### config.mk
export PLATFORM = sky130hd
export DESIGN_NAME = pel_port_error_log
export DESIGN_NICKNAME = d
export VERILOG_FILES = /design/src/pel_pkg.sv /design/src/pel_sticky_log.sv /design/src/pel_port_error_log.sv
export SDC_FILE = /design/constraint.sdc
export NUM_CORES = 1
export LEC_CHECK = 0
export ABC_CLOCK_PERIOD_IN_PS = 2400
export BUFFER_PORTS_ARGS = -buffer_cell sky130_fd_sc_hd__buf_2
export CORE_UTILIZATION = 30
export CTS_CLUSTER_DIAMETER = 60
export DETAILED_ROUTE_END_ITERATION = 6
export PLACE_DENSITY = 0.66
export SKIP_CTS_REPAIR_TIMING = 1
export SLEW_MARGIN = 20
export SYNTH_ARGS = -nofsm -noshare
export SYNTH_HDL_FRONTEND = slang
export SYNTH_SLANG_ARGS = --single-unit
### constraint.sdc
create_clock -name mclk -period 2.4 [get_ports mclk]
set_clock_uncertainty 0.15 [all_clocks]
set_input_delay 0.72 -clock mclk [delete_from_list [all_inputs] [get_ports mclk]]
set_output_delay 0.72 -clock mclk [all_outputs]
set_load 0.03 [all_outputs]
### src/pel_pkg.sv
// constants shared by the per-port error log block
// Notes on behaviour
// An unmasked non-fatal uncorrectable or correctable error sets its bit in the first non-fatal/correctable log.
// A bit of the first non-fatal/correctable log is only written while it is clear, so a first record is never overwritten.
// Each uncorrectable error goes to the fatal or the non-fatal logs by its own severity select bit; south-link reset timeout is always fatal.
// Correctable bits sit at receiver error 11, bad TLP 12, bad DLLP 13, replay rollover 14, replay timeout 15, correctable message 16.
// Non-fatal bits sit at DL protocol 0, UR 1, poisoned 3, flow control 4, completion timeout 5, completer abort 6, unexpected completion 7, malformed 8, overflow 9, non-fatal message 10, surprise down 17, with 31:18 reserved.
// A later unmasked fatal error sets its next-fatal bit only while the same bit is already set in the first-fatal log.
// Next-fatal bits sit at DL protocol 0, fatal message 1, UR 2, poisoned 4, flow control 5, completion timeout 6, completer abort 7, unexpected completion 8, overflow 9, malformed 10, south-link reset timeout 11, surprise down 12, with 31:13 reserved.
// Software must not rely on or set severity for the training error bit, whose hardware behaviour is undefined.
// The first-fatal log records the first unmasked fatal error of each type, writing a bit only while it is clear.
// Log bits reset to zero, clear only when software writes a one, and ignore written zeros.
package pel_pkg;

  // ***************************************************
  // register offsets and widths
  // ***************************************************
  localparam logic [11:0] OFS_FIRST_FATAL = 12'h154;
  localparam logic [11:0] OFS_FIRST_NF_COR = 12'h158;
  localparam logic [11:0] OFS_NEXT_FATAL = 12'h15c;
  localparam int FAT_W = 13;
  localparam int NF_W = 18;
  localparam int EV_W = 20;
  localparam logic [31:0] LOG_RESET = 32'h0000_0000;

  // ***************************************************
  // error event indices on the event input vector
  // ***************************************************
  localparam int EV_DLP = 0;
  localparam int EV_FAT_MSG = 1;
  localparam int EV_UR = 2;
  localparam int EV_TRAIN = 3;
  localparam int EV_POISON = 4;
  localparam int EV_FC = 5;
  localparam int EV_CTO = 6;
  localparam int EV_CA = 7;
  localparam int EV_UC = 8;
  localparam int EV_MTLP = 9;
  localparam int EV_ROVF = 10;
  localparam int EV_NF_MSG = 11;
  localparam int EV_RXERR = 12;
  localparam int EV_BAD_TLP = 13;
  localparam int EV_BAD_DLLP = 14;
  localparam int EV_RNUM = 15;
  localparam int EV_RTMR = 16;
  localparam int EV_COR_MSG = 17;
  localparam int EV_SL_RST = 18;
  localparam int EV_SLD = 19;

  // ***************************************************
  // fatal log bit positions (first and next fatal)
  // ***************************************************
  localparam int FB_DLP = 0;
  localparam int FB_FAT_MSG = 1;
  localparam int FB_UR = 2;
  localparam int FB_TRAIN = 3;
  localparam int FB_POISON = 4;
  localparam int FB_FC = 5;
  localparam int FB_CTO = 6;
  localparam int FB_CA = 7;
  localparam int FB_UC = 8;
  localparam int FB_ROVF = 9;
  localparam int FB_MTLP = 10;
  localparam int FB_SL_RST = 11;
  localparam int FB_SLD = 12;

  // ***************************************************
  // first non-fatal/correctable log bit positions
  // ***************************************************
  localparam int NB_DLP = 0;
  localparam int NB_UR = 1;
  localparam int NB_TRAIN = 2;
  localparam int NB_POISON = 3;
  localparam int NB_FC = 4;
  localparam int NB_CTO = 5;
  localparam int NB_CA = 6;
  localparam int NB_UC = 7;
  localparam int NB_MTLP = 8;
  localparam int NB_ROVF = 9;
  localparam int NB_NF_MSG = 10;
  localparam int NB_RXERR = 11;
  localparam int NB_BAD_TLP = 12;
  localparam int NB_BAD_DLLP = 13;
  localparam int NB_RNUM = 14;
  localparam int NB_RTMR = 15;
  localparam int NB_COR_MSG = 16;
  localparam int NB_SLD = 17;

endpackage

### src/pel_sticky_log.sv
// sticky write-one-to-clear log with gated first-occurrence capture
module pel_sticky_log #(
  parameter int W = 13
) (
  // clock and reset
  input wire logic mclk,
  input wire logic nrst,
  // hardware capture
  input wire logic [W-1:0] set_vec,
  input wire logic [W-1:0] gate_vec,
  // software clear, one bit per log bit
  input wire logic [W-1:0] clr_vec,
  // log contents
  output logic [W-1:0] log_q
);

  logic [W-1:0] log_ff;
  logic [W-1:0] nxt_log;

  // clear by ones only
  // a set arriving with its clear wins, so no event is lost
  always_comb
  begin
    nxt_log = (log_ff & ~clr_vec) | (set_vec & gate_vec);
  end

  // log flops, zero after reset
  always_ff @(posedge mclk or negedge nrst)
  begin
    if (!nrst)
    begin
      log_ff <= '0;
    end
    else
    begin
      log_ff <= nxt_log;
    end
  end

  assign log_q = log_ff;

endmodule

### src/pel_port_error_log.sv
// per-port error log registers for one express root port
module pel_port_error_log #(
  parameter int EVN = pel_pkg::EV_W
) (
  // clock and reset
  input wire logic mclk,
  input wire logic nrst,
  // configuration register access
  input wire logic [11:0] cfg_addr,
  input wire logic cfg_wr,
  input wire logic cfg_rd,
  input wire logic [3:0] cfg_be,
  input wire logic [31:0] cfg_wdata,
  output logic [31:0] cfg_rdata,
  output logic cfg_rvalid,
  // error detection from the link, transaction and data-link layers
  input wire logic [EVN-1:0] err_evt,
  input wire logic [EVN-1:0] err_mask,
  input wire logic [EVN-1:0] sev_fatal,
  // summary levels
  output logic fatal_logged,
  output logic nonfatal_cor_logged
);

  // ***************************************************
  // event mapping functions
  // ***************************************************

  // fatal-class events onto the fatal log layout
  // next-fatal layout
  function automatic logic [pel_pkg::FAT_W-1:0] map_fatal(input logic [EVN-1:0] ev);
    logic [pel_pkg::FAT_W-1:0] v;
    v = '0;
    v[pel_pkg::FB_DLP] = ev[pel_pkg::EV_DLP];
    v[pel_pkg::FB_FAT_MSG] = ev[pel_pkg::EV_FAT_MSG];
    v[pel_pkg::FB_UR] = ev[pel_pkg::EV_UR];
    v[pel_pkg::FB_TRAIN] = ev[pel_pkg::EV_TRAIN];
    v[pel_pkg::FB_POISON] = ev[pel_pkg::EV_POISON];
    v[pel_pkg::FB_FC] = ev[pel_pkg::EV_FC];
    v[pel_pkg::FB_CTO] = ev[pel_pkg::EV_CTO];
    v[pel_pkg::FB_CA] = ev[pel_pkg::EV_CA];
    v[pel_pkg::FB_UC] = ev[pel_pkg::EV_UC];
    v[pel_pkg::FB_ROVF] = ev[pel_pkg::EV_ROVF];
    v[pel_pkg::FB_MTLP] = ev[pel_pkg::EV_MTLP];
    v[pel_pkg::FB_SL_RST] = ev[pel_pkg::EV_SL_RST];
    v[pel_pkg::FB_SLD] = ev[pel_pkg::EV_SLD];
    return v;
  endfunction

  // non-fatal and correctable events onto the first non-fatal layout
  // correctable bit places
  // non-fatal bit places
  function automatic logic [pel_pkg::NF_W-1:0] map_nf_cor(input logic [EVN-1:0] ev);
    logic [pel_pkg::NF_W-1:0] v;
    v = '0;
    v[pel_pkg::NB_DLP] = ev[pel_pkg::EV_DLP];
    v[pel_pkg::NB_UR] = ev[pel_pkg::EV_UR];
    v[pel_pkg::NB_TRAIN] = ev[pel_pkg::EV_TRAIN];
    v[pel_pkg::NB_POISON] = ev[pel_pkg::EV_POISON];
    v[pel_pkg::NB_FC] = ev[pel_pkg::EV_FC];
    v[pel_pkg::NB_CTO] = ev[pel_pkg::EV_CTO];
    v[pel_pkg::NB_CA] = ev[pel_pkg::EV_CA];
    v[pel_pkg::NB_UC] = ev[pel_pkg::EV_UC];
    v[pel_pkg::NB_MTLP] = ev[pel_pkg::EV_MTLP];
    v[pel_pkg::NB_ROVF] = ev[pel_pkg::EV_ROVF];
    v[pel_pkg::NB_NF_MSG] = ev[pel_pkg::EV_NF_MSG];
    v[pel_pkg::NB_RXERR] = ev[pel_pkg::EV_RXERR];
    v[pel_pkg::NB_BAD_TLP] = ev[pel_pkg::EV_BAD_TLP];
    v[pel_pkg::NB_BAD_DLLP] = ev[pel_pkg::EV_BAD_DLLP];
    v[pel_pkg::NB_RNUM] = ev[pel_pkg::EV_RNUM];
    v[pel_pkg::NB_RTMR] = ev[pel_pkg::EV_RTMR];
    v[pel_pkg::NB_COR_MSG] = ev[pel_pkg::EV_COR_MSG];
    v[pel_pkg::NB_SLD] = ev[pel_pkg::EV_SLD];
    return v;
  endfunction

  // write-one clear mask for one register, honouring byte lanes
  function automatic logic [31:0] clr_word(
    input logic [11:0] addr,
    input logic [11:0] ofs,
    input logic wr,
    input logic [3:0] be,
    input logic [31:0] wd
  );
    logic [31:0] m;
    m = '0;
    if (wr && (addr == ofs))
    begin
      m = wd & {{8{be[3]}}, {8{be[2]}}, {8{be[1]}}, {8{be[0]}}};
    end
    return m;
  endfunction

  // ***************************************************
  // classification
  // ***************************************************

  logic [EVN-1:0] unmasked;
  logic [EVN-1:0] fat_class;
  logic [EVN-1:0] nf_class;
  logic [pel_pkg::FAT_W-1:0] fat_hits;
  logic [pel_pkg::NF_W-1:0] nf_hits;

  // split unmasked events by severity; messages carry their own class
  // severity routing
  always_comb
  begin
    unmasked = err_evt & ~err_mask;
    fat_class = sev_fatal;
    fat_class[pel_pkg::EV_FAT_MSG] = 1'b1;
    fat_class[pel_pkg::EV_NF_MSG] = 1'b0;
    fat_class[pel_pkg::EV_RXERR] = 1'b0;
    fat_class[pel_pkg::EV_BAD_TLP] = 1'b0;
    fat_class[pel_pkg::EV_BAD_DLLP] = 1'b0;
    fat_class[pel_pkg::EV_RNUM] = 1'b0;
    fat_class[pel_pkg::EV_RTMR] = 1'b0;
    fat_class[pel_pkg::EV_COR_MSG] = 1'b0;
    // south-link reset timeout has no non-fatal home
    fat_class[pel_pkg::EV_SL_RST] = 1'b1;
    nf_class = ~fat_class;
    fat_hits = map_fatal(unmasked & fat_class);
    nf_hits = map_nf_cor(unmasked & nf_class);
  end

  // ***************************************************
  // software clears
  // ***************************************************

  logic [31:0] clr_ff_word;
  logic [31:0] clr_nf_word;
  logic [31:0] clr_nx_word;

  // reserved bits of a write are simply dropped below
  // ones clear, zeros ignored
  always_comb
  begin
    clr_ff_word = clr_word(cfg_addr, pel_pkg::OFS_FIRST_FATAL, cfg_wr, cfg_be, cfg_wdata);
    clr_nf_word = clr_word(cfg_addr, pel_pkg::OFS_FIRST_NF_COR, cfg_wr, cfg_be, cfg_wdata);
    clr_nx_word = clr_word(cfg_addr, pel_pkg::OFS_NEXT_FATAL, cfg_wr, cfg_be, cfg_wdata);
  end

  // ***************************************************
  // the three logs
  // ***************************************************

  logic [pel_pkg::FAT_W-1:0] first_fatal_error_log;
  logic [pel_pkg::NF_W-1:0] first_nonfatal_correctable_error_log;
  logic [pel_pkg::FAT_W-1:0] next_fatal_error_log;

  // first fatal: capture only into clear bits; a bit cleared this cycle
  // counts as clear, so a set arriving with its clear still lands
  // first fatal capture
  pel_sticky_log #(
    .W(pel_pkg::FAT_W)
  ) u_first_fatal (
    .mclk(mclk),
    .nrst(nrst),
    .set_vec(fat_hits),
    .gate_vec(~first_fatal_error_log | clr_ff_word[pel_pkg::FAT_W-1:0]),
    .clr_vec(clr_ff_word[pel_pkg::FAT_W-1:0]),
    .log_q(first_fatal_error_log)
  );

  // first non-fatal/correctable: capture only into clear bits
  // non-fatal and correctable capture
  // first record kept
  pel_sticky_log #(
    .W(pel_pkg::NF_W)
  ) u_first_nf_cor (
    .mclk(mclk),
    .nrst(nrst),
    .set_vec(nf_hits),
    .gate_vec(~first_nonfatal_correctable_error_log | clr_nf_word[pel_pkg::NF_W-1:0]),
    .clr_vec(clr_nf_word[pel_pkg::NF_W-1:0]),
    .log_q(first_nonfatal_correctable_error_log)
  );

  // next fatal: gated by the current first-fatal bit, so an event that fills a bit clear
  // before this edge does not also land here; one arriving with its first-fatal clear lands in both
  // next fatal gating
  pel_sticky_log #(
    .W(pel_pkg::FAT_W)
  ) u_next_fatal (
    .mclk(mclk),
    .nrst(nrst),
    .set_vec(fat_hits),
    .gate_vec(first_fatal_error_log),
    .clr_vec(clr_nx_word[pel_pkg::FAT_W-1:0]),
    .log_q(next_fatal_error_log)
  );

  // ***************************************************
  // register read path
  // ***************************************************

  logic [31:0] rdata_ff;
  logic rvalid_ff;
  logic [31:0] nxt_rdata;

  // reserved bits and unmapped offsets read as zero
  // reserved upper bits
  // reserved upper bits
  always_comb
  begin
    nxt_rdata = '0;
    case (cfg_addr)
      pel_pkg::OFS_FIRST_FATAL:
        nxt_rdata[pel_pkg::FAT_W-1:0] = first_fatal_error_log;
      pel_pkg::OFS_FIRST_NF_COR:
        nxt_rdata[pel_pkg::NF_W-1:0] = first_nonfatal_correctable_error_log;
      pel_pkg::OFS_NEXT_FATAL:
        nxt_rdata[pel_pkg::FAT_W-1:0] = next_fatal_error_log;
      default:
        nxt_rdata = '0;
    endcase
  end

  // read data is the log as it stood at the request edge
  always_ff @(posedge mclk or negedge nrst)
  begin
    if (!nrst)
    begin
      rdata_ff <= pel_pkg::LOG_RESET;
      rvalid_ff <= 1'b0;
    end
    else
    begin
      rvalid_ff <= cfg_rd;
      if (cfg_rd)
      begin
        rdata_ff <= nxt_rdata;
      end
    end
  end

  // ***************************************************
  // summary levels
  // ***************************************************

  logic fat_any_ff;
  logic nf_any_ff;

  // registered so outputs stay glitch free; lag the logs by one cycle
  always_ff @(posedge mclk or negedge nrst)
  begin
    if (!nrst)
    begin
      fat_any_ff <= 1'b0;
      nf_any_ff <= 1'b0;
    end
    else
    begin
      fat_any_ff <= |first_fatal_error_log;
      nf_any_ff <= |first_nonfatal_correctable_error_log;
    end
  end

  assign cfg_rdata = rdata_ff;
  assign cfg_rvalid = rvalid_ff;
  assign fatal_logged = fat_any_ff;
  assign nonfatal_cor_logged = nf_any_ff;

endmodule

==> summary.md <==
| Metric | Value |
|---|---|
| CP max FO | 22 |
| Initial DRC Count | 98 |
| FF+latch count, synth | 65 |
| CP Data Arrival Time | 2.29 ns |
| Fmax | 452 MHz |
| N_diodes | 0 |
| Share of the synthesized area in the top cell type | 50.8% |
| Num CTS Buffers | 9 |
| Flop2flop setup slack | 0.63 ns |
| Final core area utilization | 39.8% |
| Cell area after layout | 4110 µm² |
| Yosys top cell by area | dfrtp_1 |
| Wire per inst | 15.5 µm |
| Num rows | 37 |
| GRT Max-Usage Layer | met2 |
| Peak supply drop | 0.224 mV |
| Seq/Total Area, Yosys | 50.8% |
| Clk root buf | clkbuf_8 |
| R2R Path Start | u_first_nf_cor.log_q[11] |
| Synth top cells by count | dfrtp_1 (65), o21ai_0 (61), inv_1 (34) |
| Post-layout nets | 566 |
| Synthesized instance count | 338 |
| Mapped Area | 3200 µm² |
| Area contributors post-synth | dfrtp_1 (51%), o21ai_0 (9.5%), nand3_1 (4.5%), inv_1 (4.0%), a22o_1 (3.8%) |
| Vias in the first global route | 2962 |
| Final ANT Viol Nets | 0 |
| Top-level I/O count | 147 |
| HP Class | input pin to async pin |
| Syn-to-layout area delta | 28.5% |
| Worst Max-Slew Pin Slew | 0.524 ns |
| Final hold vios | 0 |
| Worst Path Class, Setup | input pin to flip-flop |
| Cell variety after synth | 38 |
| CTS tree | built |
| Area of the multi-input gates | 1310 µm² |
| Global-route wire length before repair | 14.8 mm |
| Crit path cell chain | buf_2 > or4bb_1 > nor4b_4 > buf_12 > nand4_1 > a32o_1 |
| Die height | 105 µm |
| Share of layout cells above drive strength 1 | 30.8% |
| Placer congestion estimate | 0.775 |
| Final period util | 92.2% |
| Critical path origin | cfg_addr[7] |
| Port Buffer Count | 108 |
| Initial antenna violation count | 0 |
| GR Util met3 | 4.21% |
| Initial Util | 31.0% |
| # setup viols final | 0 |
| Critical path buffer and inverter count | 2 |
| Storage element area | 1630 µm² |
| Tmin final | 2.21 ns |
| Endpoint of the most critical register-to-register path | nonfatal_cor_logged |
| WL final | 9.20 mm |
| RSZ-0062 raised after global routing | no |
| Pwr dens | 552 nW/µm² |
| Via count | 2968 |
| Syn Area/Cell | 9.47 µm² |
| Core area | 10300 µm² |
| Die area | 11100 µm² |
| Slew HR | 65.1% |
| Post-placement cell area | 3920 µm² |
| Largest net degree at the start of global routing | 66 |
| Asr flop ratio synth | 100% |
| GR Util met1 | 21.6% |
| Pins Over Slew Limit | 0 |
| Clk buf depth | 2 |
| Leak Pwr | 1.85 nW |
| Drt drc | 0 |
| Max-Cap Viols | 0 |
| Critical Path Start Type | input pin |
| DR pass1 iterations | 4 |
| Vias per cell | 5.00 |
| Die Width | 105 µm |
| Synthesis warning total | 0 |
| Critical Path End Type | flip-flop |
| EDFF count, synth | 0 |
| Top FF cell, synth | dfrtp_1 |
| Total GRT Usage | 17.3% |
| Path depth of the worst reg2reg path | 3 |
| Clock Sinks | 65 |
| CTS H-tree lvls | 3 |
| Clk pin slew, worst setup/hold paths | 0.07 ns |
| CP peak stage delay | 0.56 ns |
| GRT overflow | 0 |
| WP data required | 2.47 ns |
| Most frequent cell after synthesis | dfrtp_1 |
| Slowest CP cell | or4bb_1 |
| Delay-heaviest family, CP | simple AND/OR/NAND/NOR gates |
| Run status | complete, no violations |
| Hpwl dp | 6.71 mm |
| Fill count | 1042 |
| Clock Latency Late Sink | 0.34 ns |
| Global Route met2 Usage | 28.6% |
-- worst reg2reg max path: stages (launching register included) --
cell and delay, ns:
dfrtp_1 0.42, nor4_1 0.44, nand3_1 0.21, or4_1 0.42
-- routing by layer --
layer / vias up / part of all wire [%]
li1: 1423 / -
met1: 1412 / 45
met2: 116 / 49
met3: 17 / 5.1
met4: 0 / 1.6
met5: - / 0
-- cell families after synthesis --
logic type,count (synthesis),share of synthesized area (%)
AOI/OAI and AO/OA,107,21.1
DFF,65,50.8
other,1,0.117
and+or+nand+nor,98,17.8
buffers and inverters,66,9.85
muxes,1,0.352
-- cell type report --
class / count / area share, %
Tap cell: 136 / 4.14
Inverter: 34 / 3.10
Clock inverter: 3 / 0.974
Timing Repair Buffer: 124 / 16.7
Multi-Input combinational cell: 220 / 31.8
Clock buffer: 12 / 3.77
Sequential cell: 65 / 39.5
-- how the worst max path moves through the flow --
stage | end | cells past startpoint
after floorplan | u_next_fatal.log_q[11] | 5
after global placement | u_next_fatal.log_q[1] | 6
after detailed placement | u_next_fatal.log_q[1] | 6
after CTS | u_next_fatal.log_q[1] | 6
after global routing | u_next_fatal.log_q[1] | 6
final | u_next_fatal.log_q[1] | 6
-- stage by stage --
step	hold slack (ns)	total power [mW]	setup TNS (ns)	instances	setup WS, ns
5_1_grt	0.269	2.36	0	594	0.171
3_3_place_gp	0.322	1.35	-1.34	579	-0.124
6_report	0.251	2.27	0	594	0.186
3_5_place_dp	0.337	1.35	-1.68	579	-0.163
2_1_floorplan	0.274	1.24	0	351	0.00355
4_1_cts	0.255	2.29	0	594	0.197
-- flip-flops by register name (all words and copies together) (netlist names) --
name                  cells
cfg_rdata                18
cfg_rvalid                1
fatal_logged              1
nonfatal_cor_logged       1
u_first_fatal.log_q      13
u_first_nf_cor.log_q     18
u_next_fatal.log_q       13
-- cells in the final DEF, fill, tap and decap left out, drive strengths merged, types with 2 or more instances in the layout --
| master | n |
|---|---|
| nor2 | 13 |
| dfrtp | 65 |
| clkbuf | 12 |
| a31oi | 6 |
| nand2b | 10 |
| conb | 14 |
| clkinv | 2 |
| a22oi | 13 |
| nand3 | 29 |
| buf | 124 |
| o21ai | 61 |
| nand2 | 7 |
| inv | 34 |
| nor4b | 2 |
| nor4 | 5 |
| nor2b | 8 |
| or4 | 2 |
| a32o | 2 |
| nand4 | 13 |
| a22o | 14 |
| o221ai | 7 |
-- power breakdown --
group	internal (mW)	switching (mW)
registers	1.10	0.00272
clock network	0.528	0.410
logic	0.0881	0.143
No activity file was read; power rests on OpenSTA's default activity.
